## config.mk

```make
export PLATFORM = sky130hd
export DESIGN_NAME = evw_vw_sideband
export DESIGN_NICKNAME = d
export VERILOG_FILES = /design/src/evw_pkg.sv /design/src/evw_vw_sideband.sv
export VERILOG_INCLUDE_DIRS = /design/src
export SDC_FILE = /design/constraint.sdc
export NUM_CORES = 1
export LEC_CHECK = 0
export BUFFER_PORTS_ARGS = -buffer_cell sky130_fd_sc_hd__buf_2
export CORE_ASPECT_RATIO = 1.5
export CORE_UTILIZATION = 64
export DETAILED_ROUTE_END_ITERATION = 16
export PLACE_DENSITY = 0.82
export SLEW_MARGIN = 15
export SYNTH_ARGS = -nofsm -noshare
export SYNTH_HDL_FRONTEND = slang
export SYNTH_SLANG_ARGS = --single-unit
```

## constraint.sdc

```tcl
create_clock -name i_clk -period 8.3 [get_ports i_clk]
set_input_delay 1.66 -clock i_clk [delete_from_list [all_inputs] [get_ports i_clk]]
set_output_delay 1.66 -clock i_clk [all_outputs]
set_load 0.01 [all_outputs]
```

## src/evw_defs.svh

```systemverilog
`ifndef EVW_DEFS_SVH
`define EVW_DEFS_SVH
// What this block does
// - suspend-ack pin edges go up at 40h bit0
// - mux pin function follows role level continuously
// - primary: mux pin shows 41h bit1 wire
// - primary: host reset ack only as 6h bit3
// - secondary: mux pin rises after warn, once idle
// - secondary: never answer host reset warn upstream
// - secondary: ignore suspend power-down wire
// - chip select gates down writes and PC accept, not up takes
// - peripheral channel: host I/O and memory only
// - four wires per index, fixed direction each
// - down wires 2h, 3h, 41h, default zero
// - up wires 4h default 11x0, 5h 0000
// - 6h default 0111; 6h/7h on platform reset
// - 40h bit1 reserved wire, default zero
// - primary sends boot done and status as one
// - warn pin follows wire; secondary ignores ack pin

`define EVW_IDX_SLEEP 8'h02
`define EVW_IDX_RSTS 8'h03
`define EVW_IDX_OOB 8'h04
`define EVW_IDX_BOOT 8'h05
`define EVW_IDX_HOST 8'h06
`define EVW_IDX_HWARN 8'h07
`define EVW_IDX_SUSUP 8'h40
`define EVW_IDX_SUSDN 8'h41

`define EVW_DEF_DN 4'h0
`define EVW_DEF_OOB 4'hc
`define EVW_DEF_BOOT 4'h0
`define EVW_DEF_HOST 4'h7
`define EVW_DEF_SUSUP 4'h0

`define EVW_MASK_SLEEP 4'h7
`define EVW_MASK_RSTS 4'h7
`define EVW_MASK_HWARN 4'h1
`define EVW_MASK_SUSDN 4'hb

`define EVW_BIT_SUSPEND_ACK_IN_N 0
`define EVW_BIT_PWRDN 1
`define EVW_BIT_SWARN 0
`define EVW_BIT_HRACK 3
`define EVW_BIT_SLPA 3

`define EVW_CT_IO_RD 4'h0
`define EVW_CT_IO_WR 4'h1
`define EVW_CT_MEM_RD 4'h2
`define EVW_CT_MEM_WR 4'h3

`define EVW_QDEPTH 8
`define EVW_QCW 4
`endif

```

## src/evw_pkg.sv

```systemverilog
package evw_pkg;
  typedef logic [7:0] evw_idx_t;
  typedef logic [3:0] evw_nib_t;
  typedef enum logic [1:0] {
    EVW_HRA_IDLE,
    EVW_HRA_WAIT,
    EVW_HRA_HIGH
  } evw_hra_e;
endpackage

```

## src/evw_vw_sideband.sv

```systemverilog
`include "evw_defs.svh"
module evw_vw_sideband (
  input wire logic i_clk,
  input wire logic i_rst,
  input wire logic i_espi_clk,
  input wire logic i_espi_rst_n,
  input wire logic i_plt_rst_n,
  input wire logic i_role_sel,
  input wire logic i_suspend_ack_in_n,
  input wire logic i_dn_cs_n,
  input wire logic i_dn_tgl,
  input wire logic [7:0] i_dn_index,
  input wire logic [3:0] i_dn_data,
  input wire logic i_up_take_tgl,
  input wire logic [3:0] i_pc_cycle,
  input wire logic i_host_reset_ack,
  input wire logic i_lpc_idle,
  input wire logic i_sirq_idle,
  input wire logic i_oob_reset_grant,
  input wire logic i_wake_n,
  input wire logic i_pme_n,
  input wire logic i_fatal_error_wire,
  input wire logic i_nonfatal_error_wire,
  input wire logic i_sci_n,
  input wire logic i_smi_n,
  input wire logic i_keyboard_reset_wire,
  output logic o_up_avail,
  output logic [7:0] o_up_index,
  output logic [3:0] o_up_data,
  output logic [2:0] o_sleep_wires,
  output logic o_suspend_status_wire,
  output logic o_platform_reset_wire,
  output logic o_oob_reset_notice,
  output logic o_sleep_a_wire,
  output logic o_suspend_warn_out_n,
  output logic o_suspend_powerdown_grant,
  output logic o_pc_accept
);
  localparam int SW = 24;
  localparam int DEPTH = `EVW_QDEPTH;

  // direction and implemented bits per index
  function automatic logic [3:0] dn_mask(input evw_pkg::evw_idx_t idx);
    case (idx)
      `EVW_IDX_SLEEP: dn_mask = `EVW_MASK_SLEEP;
      `EVW_IDX_RSTS: dn_mask = `EVW_MASK_RSTS;
      `EVW_IDX_HWARN: dn_mask = `EVW_MASK_HWARN;
      `EVW_IDX_SUSDN: dn_mask = `EVW_MASK_SUSDN;
      default: dn_mask = 4'h0;
    endcase
  endfunction

  function automatic logic pc_allowed(input logic [3:0] ct);
    pc_allowed = (ct == `EVW_CT_IO_RD) || (ct == `EVW_CT_IO_WR) ||
                 (ct == `EVW_CT_MEM_RD) || (ct == `EVW_CT_MEM_WR);
  endfunction

  // the link, both resets, role and suspend-ack pin pass two flops; the other sideband pins are used unsynchronized
  logic [SW-1:0] sy1_r;
  logic [SW-1:0] sy2_r;
  wire [SW-1:0] sy_in = {i_espi_clk, i_espi_rst_n, i_plt_rst_n, i_role_sel,
                         i_suspend_ack_in_n, i_dn_cs_n, i_dn_tgl, i_dn_index,
                         i_dn_data, i_up_take_tgl, i_pc_cycle};
  always_ff @(posedge i_clk or posedge i_rst)
  begin
    if (i_rst)
    begin
      sy1_r <= '0;
      sy2_r <= '0;
    end
    else
    begin
      sy1_r <= sy_in;
      sy2_r <= sy1_r;
    end
  end

  wire lclk_s = sy2_r[23];
  wire espi_rst_act = ~sy2_r[22];
  wire plt_rst_act = ~sy2_r[21];
  wire primary = sy2_r[20];
  wire suspend_ack_in_n_s = sy2_r[19];
  wire cs_n_s = sy2_r[18];
  wire dn_tgl_s = sy2_r[17];
  wire [7:0] dn_idx_s = sy2_r[16:9];
  wire [3:0] dn_dat_s = sy2_r[8:5];
  wire up_tgl_s = sy2_r[4];
  wire [3:0] pc_s = sy2_r[3:0];

  // link fields launch on the falling edge, so they are settled here
  logic lclk_d_r;
  logic dn_seen_r;
  logic up_seen_r;
  wire lclk_rise = lclk_s & ~lclk_d_r;
  wire dn_evt = lclk_rise & (dn_tgl_s != dn_seen_r);
  wire take_evt = lclk_rise & (up_tgl_s != up_seen_r);
  wire [3:0] dn_m = dn_mask(dn_idx_s);
  wire dn_ok = dn_evt & ~cs_n_s & (dn_m != 4'h0);
  wire [3:0] dn_val = dn_dat_s & dn_m;

  always_ff @(posedge i_clk or posedge i_rst)
  begin
    if (i_rst)
    begin
      lclk_d_r <= 1'b0;
      dn_seen_r <= 1'b0;
      up_seen_r <= 1'b0;
    end
    else
    begin
      lclk_d_r <= lclk_s;
      if (lclk_rise)
      begin
        dn_seen_r <= dn_tgl_s;
        up_seen_r <= up_tgl_s;
      end
    end
  end

  // downstream wires
  logic [3:0] dn2_r;
  logic [3:0] dn3_r;
  logic [3:0] dn7_r;
  logic [3:0] dn41_r;
  always_ff @(posedge i_clk or posedge i_rst)
  begin
    if (i_rst)
    begin
      dn2_r <= `EVW_DEF_DN;
      dn3_r <= `EVW_DEF_DN;
      dn41_r <= `EVW_DEF_DN;
    end
    else if (espi_rst_act)
    begin
      dn2_r <= `EVW_DEF_DN;
      dn3_r <= `EVW_DEF_DN;
      dn41_r <= `EVW_DEF_DN;
    end
    else if (dn_ok)
    begin
      if (dn_idx_s == `EVW_IDX_SLEEP)
        dn2_r <= dn_val;
      if (dn_idx_s == `EVW_IDX_RSTS)
        dn3_r <= dn_val;
      if (dn_idx_s == `EVW_IDX_SUSDN)
        dn41_r <= dn_val;
    end
  end

  always_ff @(posedge i_clk or posedge i_rst)
  begin
    if (i_rst)
      dn7_r <= `EVW_DEF_DN;
    else if (plt_rst_act)
      dn7_r <= `EVW_DEF_DN;
    else if (dn_ok && dn_idx_s == `EVW_IDX_HWARN)
      dn7_r <= dn_val;
  end

  // secondary role host reset ack pin
  evw_pkg::evw_hra_e hra_r;
  evw_pkg::evw_hra_e hra_nxt;
  logic warn_d_r;
  wire warn = dn7_r[0];
  always_comb
  begin
    hra_nxt = hra_r;
    unique case (hra_r)
      evw_pkg::EVW_HRA_IDLE:
        if (~primary && warn && ~warn_d_r)
          hra_nxt = evw_pkg::EVW_HRA_WAIT;
      evw_pkg::EVW_HRA_WAIT:
        if (~warn)
          hra_nxt = evw_pkg::EVW_HRA_IDLE;
        else if (i_lpc_idle && i_sirq_idle)
          hra_nxt = evw_pkg::EVW_HRA_HIGH;
      evw_pkg::EVW_HRA_HIGH:
        if (~warn)
          hra_nxt = evw_pkg::EVW_HRA_IDLE;
    endcase
  end

  always_ff @(posedge i_clk or posedge i_rst)
  begin
    if (i_rst)
    begin
      hra_r <= evw_pkg::EVW_HRA_IDLE;
      warn_d_r <= 1'b0;
    end
    else
    begin
      hra_r <= plt_rst_act ? evw_pkg::EVW_HRA_IDLE : hra_nxt;
      warn_d_r <= warn;
    end
  end

  // pin outputs; the mux re-evaluates role every cycle, never latched
  wire mux_sel = primary ? dn41_r[`EVW_BIT_PWRDN] :
                 (hra_r == evw_pkg::EVW_HRA_HIGH);
  always_ff @(posedge i_clk or posedge i_rst)
  begin
    if (i_rst)
    begin
      o_suspend_powerdown_grant <= 1'b0;
      o_suspend_warn_out_n <= 1'b0;
      o_pc_accept <= 1'b0;
    end
    else
    begin
      o_suspend_powerdown_grant <= mux_sel;
      o_suspend_warn_out_n <= dn41_r[`EVW_BIT_SWARN];
      o_pc_accept <= ~cs_n_s & pc_allowed(pc_s);
    end
  end

  assign o_sleep_wires = dn2_r[2:0];
  assign o_suspend_status_wire = dn3_r[0];
  assign o_platform_reset_wire = dn3_r[1];
  assign o_oob_reset_notice = dn3_r[2];
  assign o_sleep_a_wire = dn41_r[`EVW_BIT_SLPA];

  // upstream wire values and last queued copies
  logic [3:0] sh4_r;
  logic [3:0] sh5_r;
  logic [3:0] sh6_r;
  logic [3:0] sh40_r;
  wire boot = primary;
  wire [3:0] up4 = {i_pme_n, i_wake_n, 1'b0, i_oob_reset_grant};
  wire [3:0] up5 = {boot, i_nonfatal_error_wire, i_fatal_error_wire, boot};
  wire hrack = primary & i_host_reset_ack;
  wire [3:0] up6 = {hrack, i_keyboard_reset_wire, i_smi_n, i_sci_n};
  wire ack_v = primary ? suspend_ack_in_n_s : sh40_r[0];
  wire [3:0] up40 = {3'b000, ack_v};
  // 6h is held at default through platform reset, so nothing is queued
  wire [3:0] diff = {up40 != sh40_r, (up6 != sh6_r) & ~plt_rst_act,
                     up5 != sh5_r, up4 != sh4_r};

  // one push a cycle, fixed priority; a blocked change waits its turn
  logic [`EVW_QCW-1:0] cnt_r;
  wire pop = take_evt & (cnt_r != '0);
  wire room = (cnt_r != `EVW_QCW'(DEPTH)) | pop;
  wire push = (diff != 4'h0) & room & ~espi_rst_act;
  wire [7:0] push_idx = diff[0] ? `EVW_IDX_OOB :
                        diff[1] ? `EVW_IDX_BOOT :
                        diff[2] ? `EVW_IDX_HOST : `EVW_IDX_SUSUP;
  wire [3:0] push_dat = diff[0] ? up4 : diff[1] ? up5 :
                        diff[2] ? up6 : up40;
  wire [`EVW_QCW-1:0] wr_pos = pop ? cnt_r - `EVW_QCW'(1) : cnt_r;

  always_ff @(posedge i_clk or posedge i_rst)
  begin
    if (i_rst)
    begin
      sh4_r <= `EVW_DEF_OOB;
      sh5_r <= `EVW_DEF_BOOT;
      sh40_r <= `EVW_DEF_SUSUP;
      sh6_r <= `EVW_DEF_HOST;
    end
    else
    begin
      if (espi_rst_act)
      begin
        sh4_r <= `EVW_DEF_OOB;
        sh5_r <= `EVW_DEF_BOOT;
        sh40_r <= `EVW_DEF_SUSUP;
      end
      else if (push)
      begin
        if (push_idx == `EVW_IDX_OOB)
          sh4_r <= push_dat;
        if (push_idx == `EVW_IDX_BOOT)
          sh5_r <= push_dat;
        if (push_idx == `EVW_IDX_SUSUP)
          sh40_r <= push_dat;
      end
      if (plt_rst_act)
        sh6_r <= `EVW_DEF_HOST;
      else if (push && push_idx == `EVW_IDX_HOST)
        sh6_r <= push_dat;
    end
  end

  logic [7:0] q_idx_r [DEPTH];
  logic [3:0] q_dat_r [DEPTH];
  genvar g;
  generate
    for (g = 0; g < DEPTH; g++)
    begin : g_slot
      wire [7:0] up_i = (g < DEPTH - 1) ? q_idx_r[(g + 1) % DEPTH] : 8'h00;
      wire [3:0] up_d = (g < DEPTH - 1) ? q_dat_r[(g + 1) % DEPTH] : 4'h0;
      wire here = push & (wr_pos == `EVW_QCW'(g));
      always_ff @(posedge i_clk or posedge i_rst)
      begin
        if (i_rst)
        begin
          q_idx_r[g] <= 8'h00;
          q_dat_r[g] <= 4'h0;
        end
        else if (here)
        begin
          q_idx_r[g] <= push_idx;
          q_dat_r[g] <= push_dat;
        end
        else if (pop)
        begin
          q_idx_r[g] <= up_i;
          q_dat_r[g] <= up_d;
        end
      end
    end
  endgenerate

  always_ff @(posedge i_clk or posedge i_rst)
  begin
    if (i_rst)
      cnt_r <= '0;
    else if (espi_rst_act)
      cnt_r <= '0;
    else
      cnt_r <= cnt_r + `EVW_QCW'(push) - `EVW_QCW'(pop);
  end

  assign o_up_avail = (cnt_r != '0);
  assign o_up_index = q_idx_r[0];
  assign o_up_data = q_dat_r[0];
endmodule // evw_vw_sideband

```

==> results.toml <==
[place]
dp_hpwl_um = 8260
postPlaceCellArea_um2 = 6860
io_buffers = 53
globalplace.congestion = 0.820

[global_routing]
grt_max_degree = 76
grt_pass1_vias = 4401
grt_overflow = 0
antenna_found_initial = 0
track_usage_pct = 25.5
grt_pass1_wl_um = 20700

[critical_path]
startpoint_type = "input pin"
critPathLaunch = "i_pme_n"
reg2regPathDepth = 14
reg2reg_from = "cnt_r[0]"
cp_slowest_stage_delay_ns = 0.62
worstSetupEndpointType = "register"
critPathBufInv = 3
critPathSlowestCell = "o311a_1"
crit_family = "simple AND/OR/NAND/NOR gates"
rrSetupSlack_ns = 4.22
crit_fanout = 9
path_class = "in2reg"
required_ns = 8.64
r2r-end = "cnt_r[2]"
worstPathArrival_ns = 4.68
crit_chain = "buf_2 > xor2_1 > nor4_4 > nand2_1 > o311a_1 > inv_1 > ha_1 > inv_1 > ha_1 > a21oi_1 > nor2_1 > or3_1 > a21boi_0"

[timing]
tns_ns = 0
setup_viol = 0
tightest_slew_ns = 0.960
fmax_mhz = 230
hold_violations = 0
slew_headroom_pct = 36.0
period_share_pct = 52.4
fin_crit_ns = 4.35
rsz0062_at_grt = "no"
report.final.slew_viol_count = 0
skew_ns = 0.00800

[die]
fp.dieArea_um2 = 10600
io_pins = 60
die_x_um = 84.6
rows = 44
die_height_um = 126
coreArea_um2 = 9800
start_util_pct = 66.8

[worst_hold_path]
hold_path.class = "reg2reg"
hold_start = "sy1_r[16]"
holdPathStages = 0
min_to = "sy2_r[16]"

[finish]
diodes = 0
layout.nets = 607
final_layout_size_suffix_gt1_share_pct = 20.4
final_cell_area_um2 = 7420
area_delta_synth_final_pct = 13.5

[clocking]
clockBufferDepth = 2
numCtsBuffers = 17
path_clk_slew_ns = 0.06
cts_post_setup_buffers_inserted = 0
cts_tree = "done"
cts_sinks = 147
cts-resized-gates = 0
root_buffer = "clkbuf_16"
htreeDepth = 4
hold_buffers = 0
clkLatencyLatePin_ns = 0.42

[power]
power_w = 0.00221
p_comb_share_pct = 23.4
max-vdd-ir-drop_mv = 0.206
seq_power_share_pct = 44.0
power.share.switching_pct = 31.7
leakage_nw = 3.91
p_int_w = 0.00151
clockPowerShare_pct = 32.6
power.density_nw_per_um2 = 297
p_sw_w = 0.000699

[synth]
synth_edf_count = 0
yosysWarnings = 0
synth_top_area_share_pct = 54.3
synth_cell_types = 59
yosys.area.top_type = "dfrtp_1"
syn_area_um2 = 6540
synth_seq_cells = 147
async_flop_share_pct = 100
synthTopCellsByArea = "dfrtp_1 54%, mux2i_1 20%, ha_1 2.3%"
syn_avg_cell_area_um2 = 13.0
synthTopCellsByCount = "142 x dfrtp_1, 132 x mux2i_1, 35 x nand2_1, 15 x inv_1, 12 x ha_1"
synth_most_common_cell = "dfrtp_1"
synth-main-ff-cell = "dfrtp_1"
ys_seq_area_share_pct = 56.3
syn_inst = 503

[detailed_routing]
initialDrtViolationCount = 237
drt_first_pass_iters = 4
wire_per_inst_um = 17.7
wl_um = 12100
drc = 0
viasPerCell = 5.80
ant_nets = 0
vias = 3972

[status]
status = "complete, no violations"

[flow_run]
timing.max_cap.violations = 0
-- registers in the layout (all words and copies together), names as in the netlist, 2 cells and up --
signal	cells
g_slot.up_d	28
g_slot.up_i	28
sy1_r	22
sy2_r	22
cnt_r	4
o_up_data	4
o_up_index	4
sh40_r	4
sh4_r	4
sh5_r	4
sh6_r	4
dn2_r	3
dn3_r	3
dn41_r	3
hra_r	2
-- worst max-delay path by stage --
stage          cells past startpoint        to  slack [ns]
5_1_grt                           13  cnt_r[3]        3.73
3_5_place_dp                      13  cnt_r[3]        3.60
3_3_place_gp                      13  cnt_r[3]        3.62
4_1_cts                           13  cnt_r[3]        3.95
6_report                          13  cnt_r[3]        3.95
2_1_floorplan                      1  cnt_r[0]        2.70
-- worst reg2reg max path, cell delays in order (launching register included) --
cell and delay, ns:
dfrtp_1 0.49, inv_1 0.11, ha_1 0.25, nand2_1 0.09
or3b_2 0.44, buf_4 0.39, nand2_1 0.24, o311a_1 0.61
inv_1 0.10, ha_1 0.29, inv_1 0.04, ha_1 0.20
fa_1 0.41, xnor2_1 0.14, and2_1 0.17
-- power groups by stage --
stage	combinational (W)	clock [W]	sequential [W]
floorplan	0.000407	0	0.000963
global placement	0.000484	0	0.000973
detailed placement	0.000516	0	0.000985
CTS	0.000523	0.000732	0.000973
global route	0.000581	0.000758	0.000993
finish	0.000516	0.000719	0.000972
-- cell type report --
| cell class | count | area, um2 |
|---|---|---|
| well taps | 115 | 144 |
| flip-flops and latches | 147 | 3680 |
| multi-input cells | 320 | 2690 |
| repair buffers | 55 | 280 |
| clock inverters | 15 | 136 |
| fillers | 632 | 2380 |
| inverters | 16 | 65.1 |
| clock buffers | 17 | 425 |
-- per-layer routing --
metal / wire, um / share of wire (%) / global-route usage [%] / up-vias
met3: 395 / 3.3 / 5.77 / 24
met5: 0 / 0 / 0 / -
met2: 6690 / 55 / 45.9 / 90
met1: 4770 / 39 / 28.6 / 1984
met4: 250 / 2.1 / 11.7 / 0
li1: - / - / - / 1874
-- cell usage in the layout (no fill, tap or decap), drive strengths merged, types with 10 or more instances in the layout --
cell type	Yosys	layout
clkbuf	10	17
o21ai	10	10
nand2	35	35
mux2i	132	132
buf	13	55
dfrtp	142	142
nand3	15	15
inv	16	25
ha	12	12
-- stage by stage --
step           worst slack (ns)  cells  util [%]  hold WS (ns)
3_3_place_gp               3.62    653      70.0         0.333
4_1_cts                    3.95    685      75.8         0.348
5_1_grt                    3.73    685      75.8         0.359
3_5_place_dp               3.60    653      70.0         0.336
2_1_floorplan              2.70    506         -         0.331
6_report                   3.95    685      75.8         0.348
-- kinds of logic after synthesis --
| logic type | count (synthesis) | share of synthesized area [%] |
|---|---|---|
| AO/OA/AOI/OAI | 48 | 5.64 |
| XOR/XNOR | 15 | 2.01 |
| adder cells (fa/ha/maj) | 13 | 2.60 |
| buffers and inverters | 39 | 2.77 |
| flip-flops | 147 | 56.3 |
| multiplexers | 135 | 20.7 |
| other | 1 | 0.0573 |
| AND/OR/NAND/NOR | 105 | 9.89 |
Power figures use the tool's default switching activity.
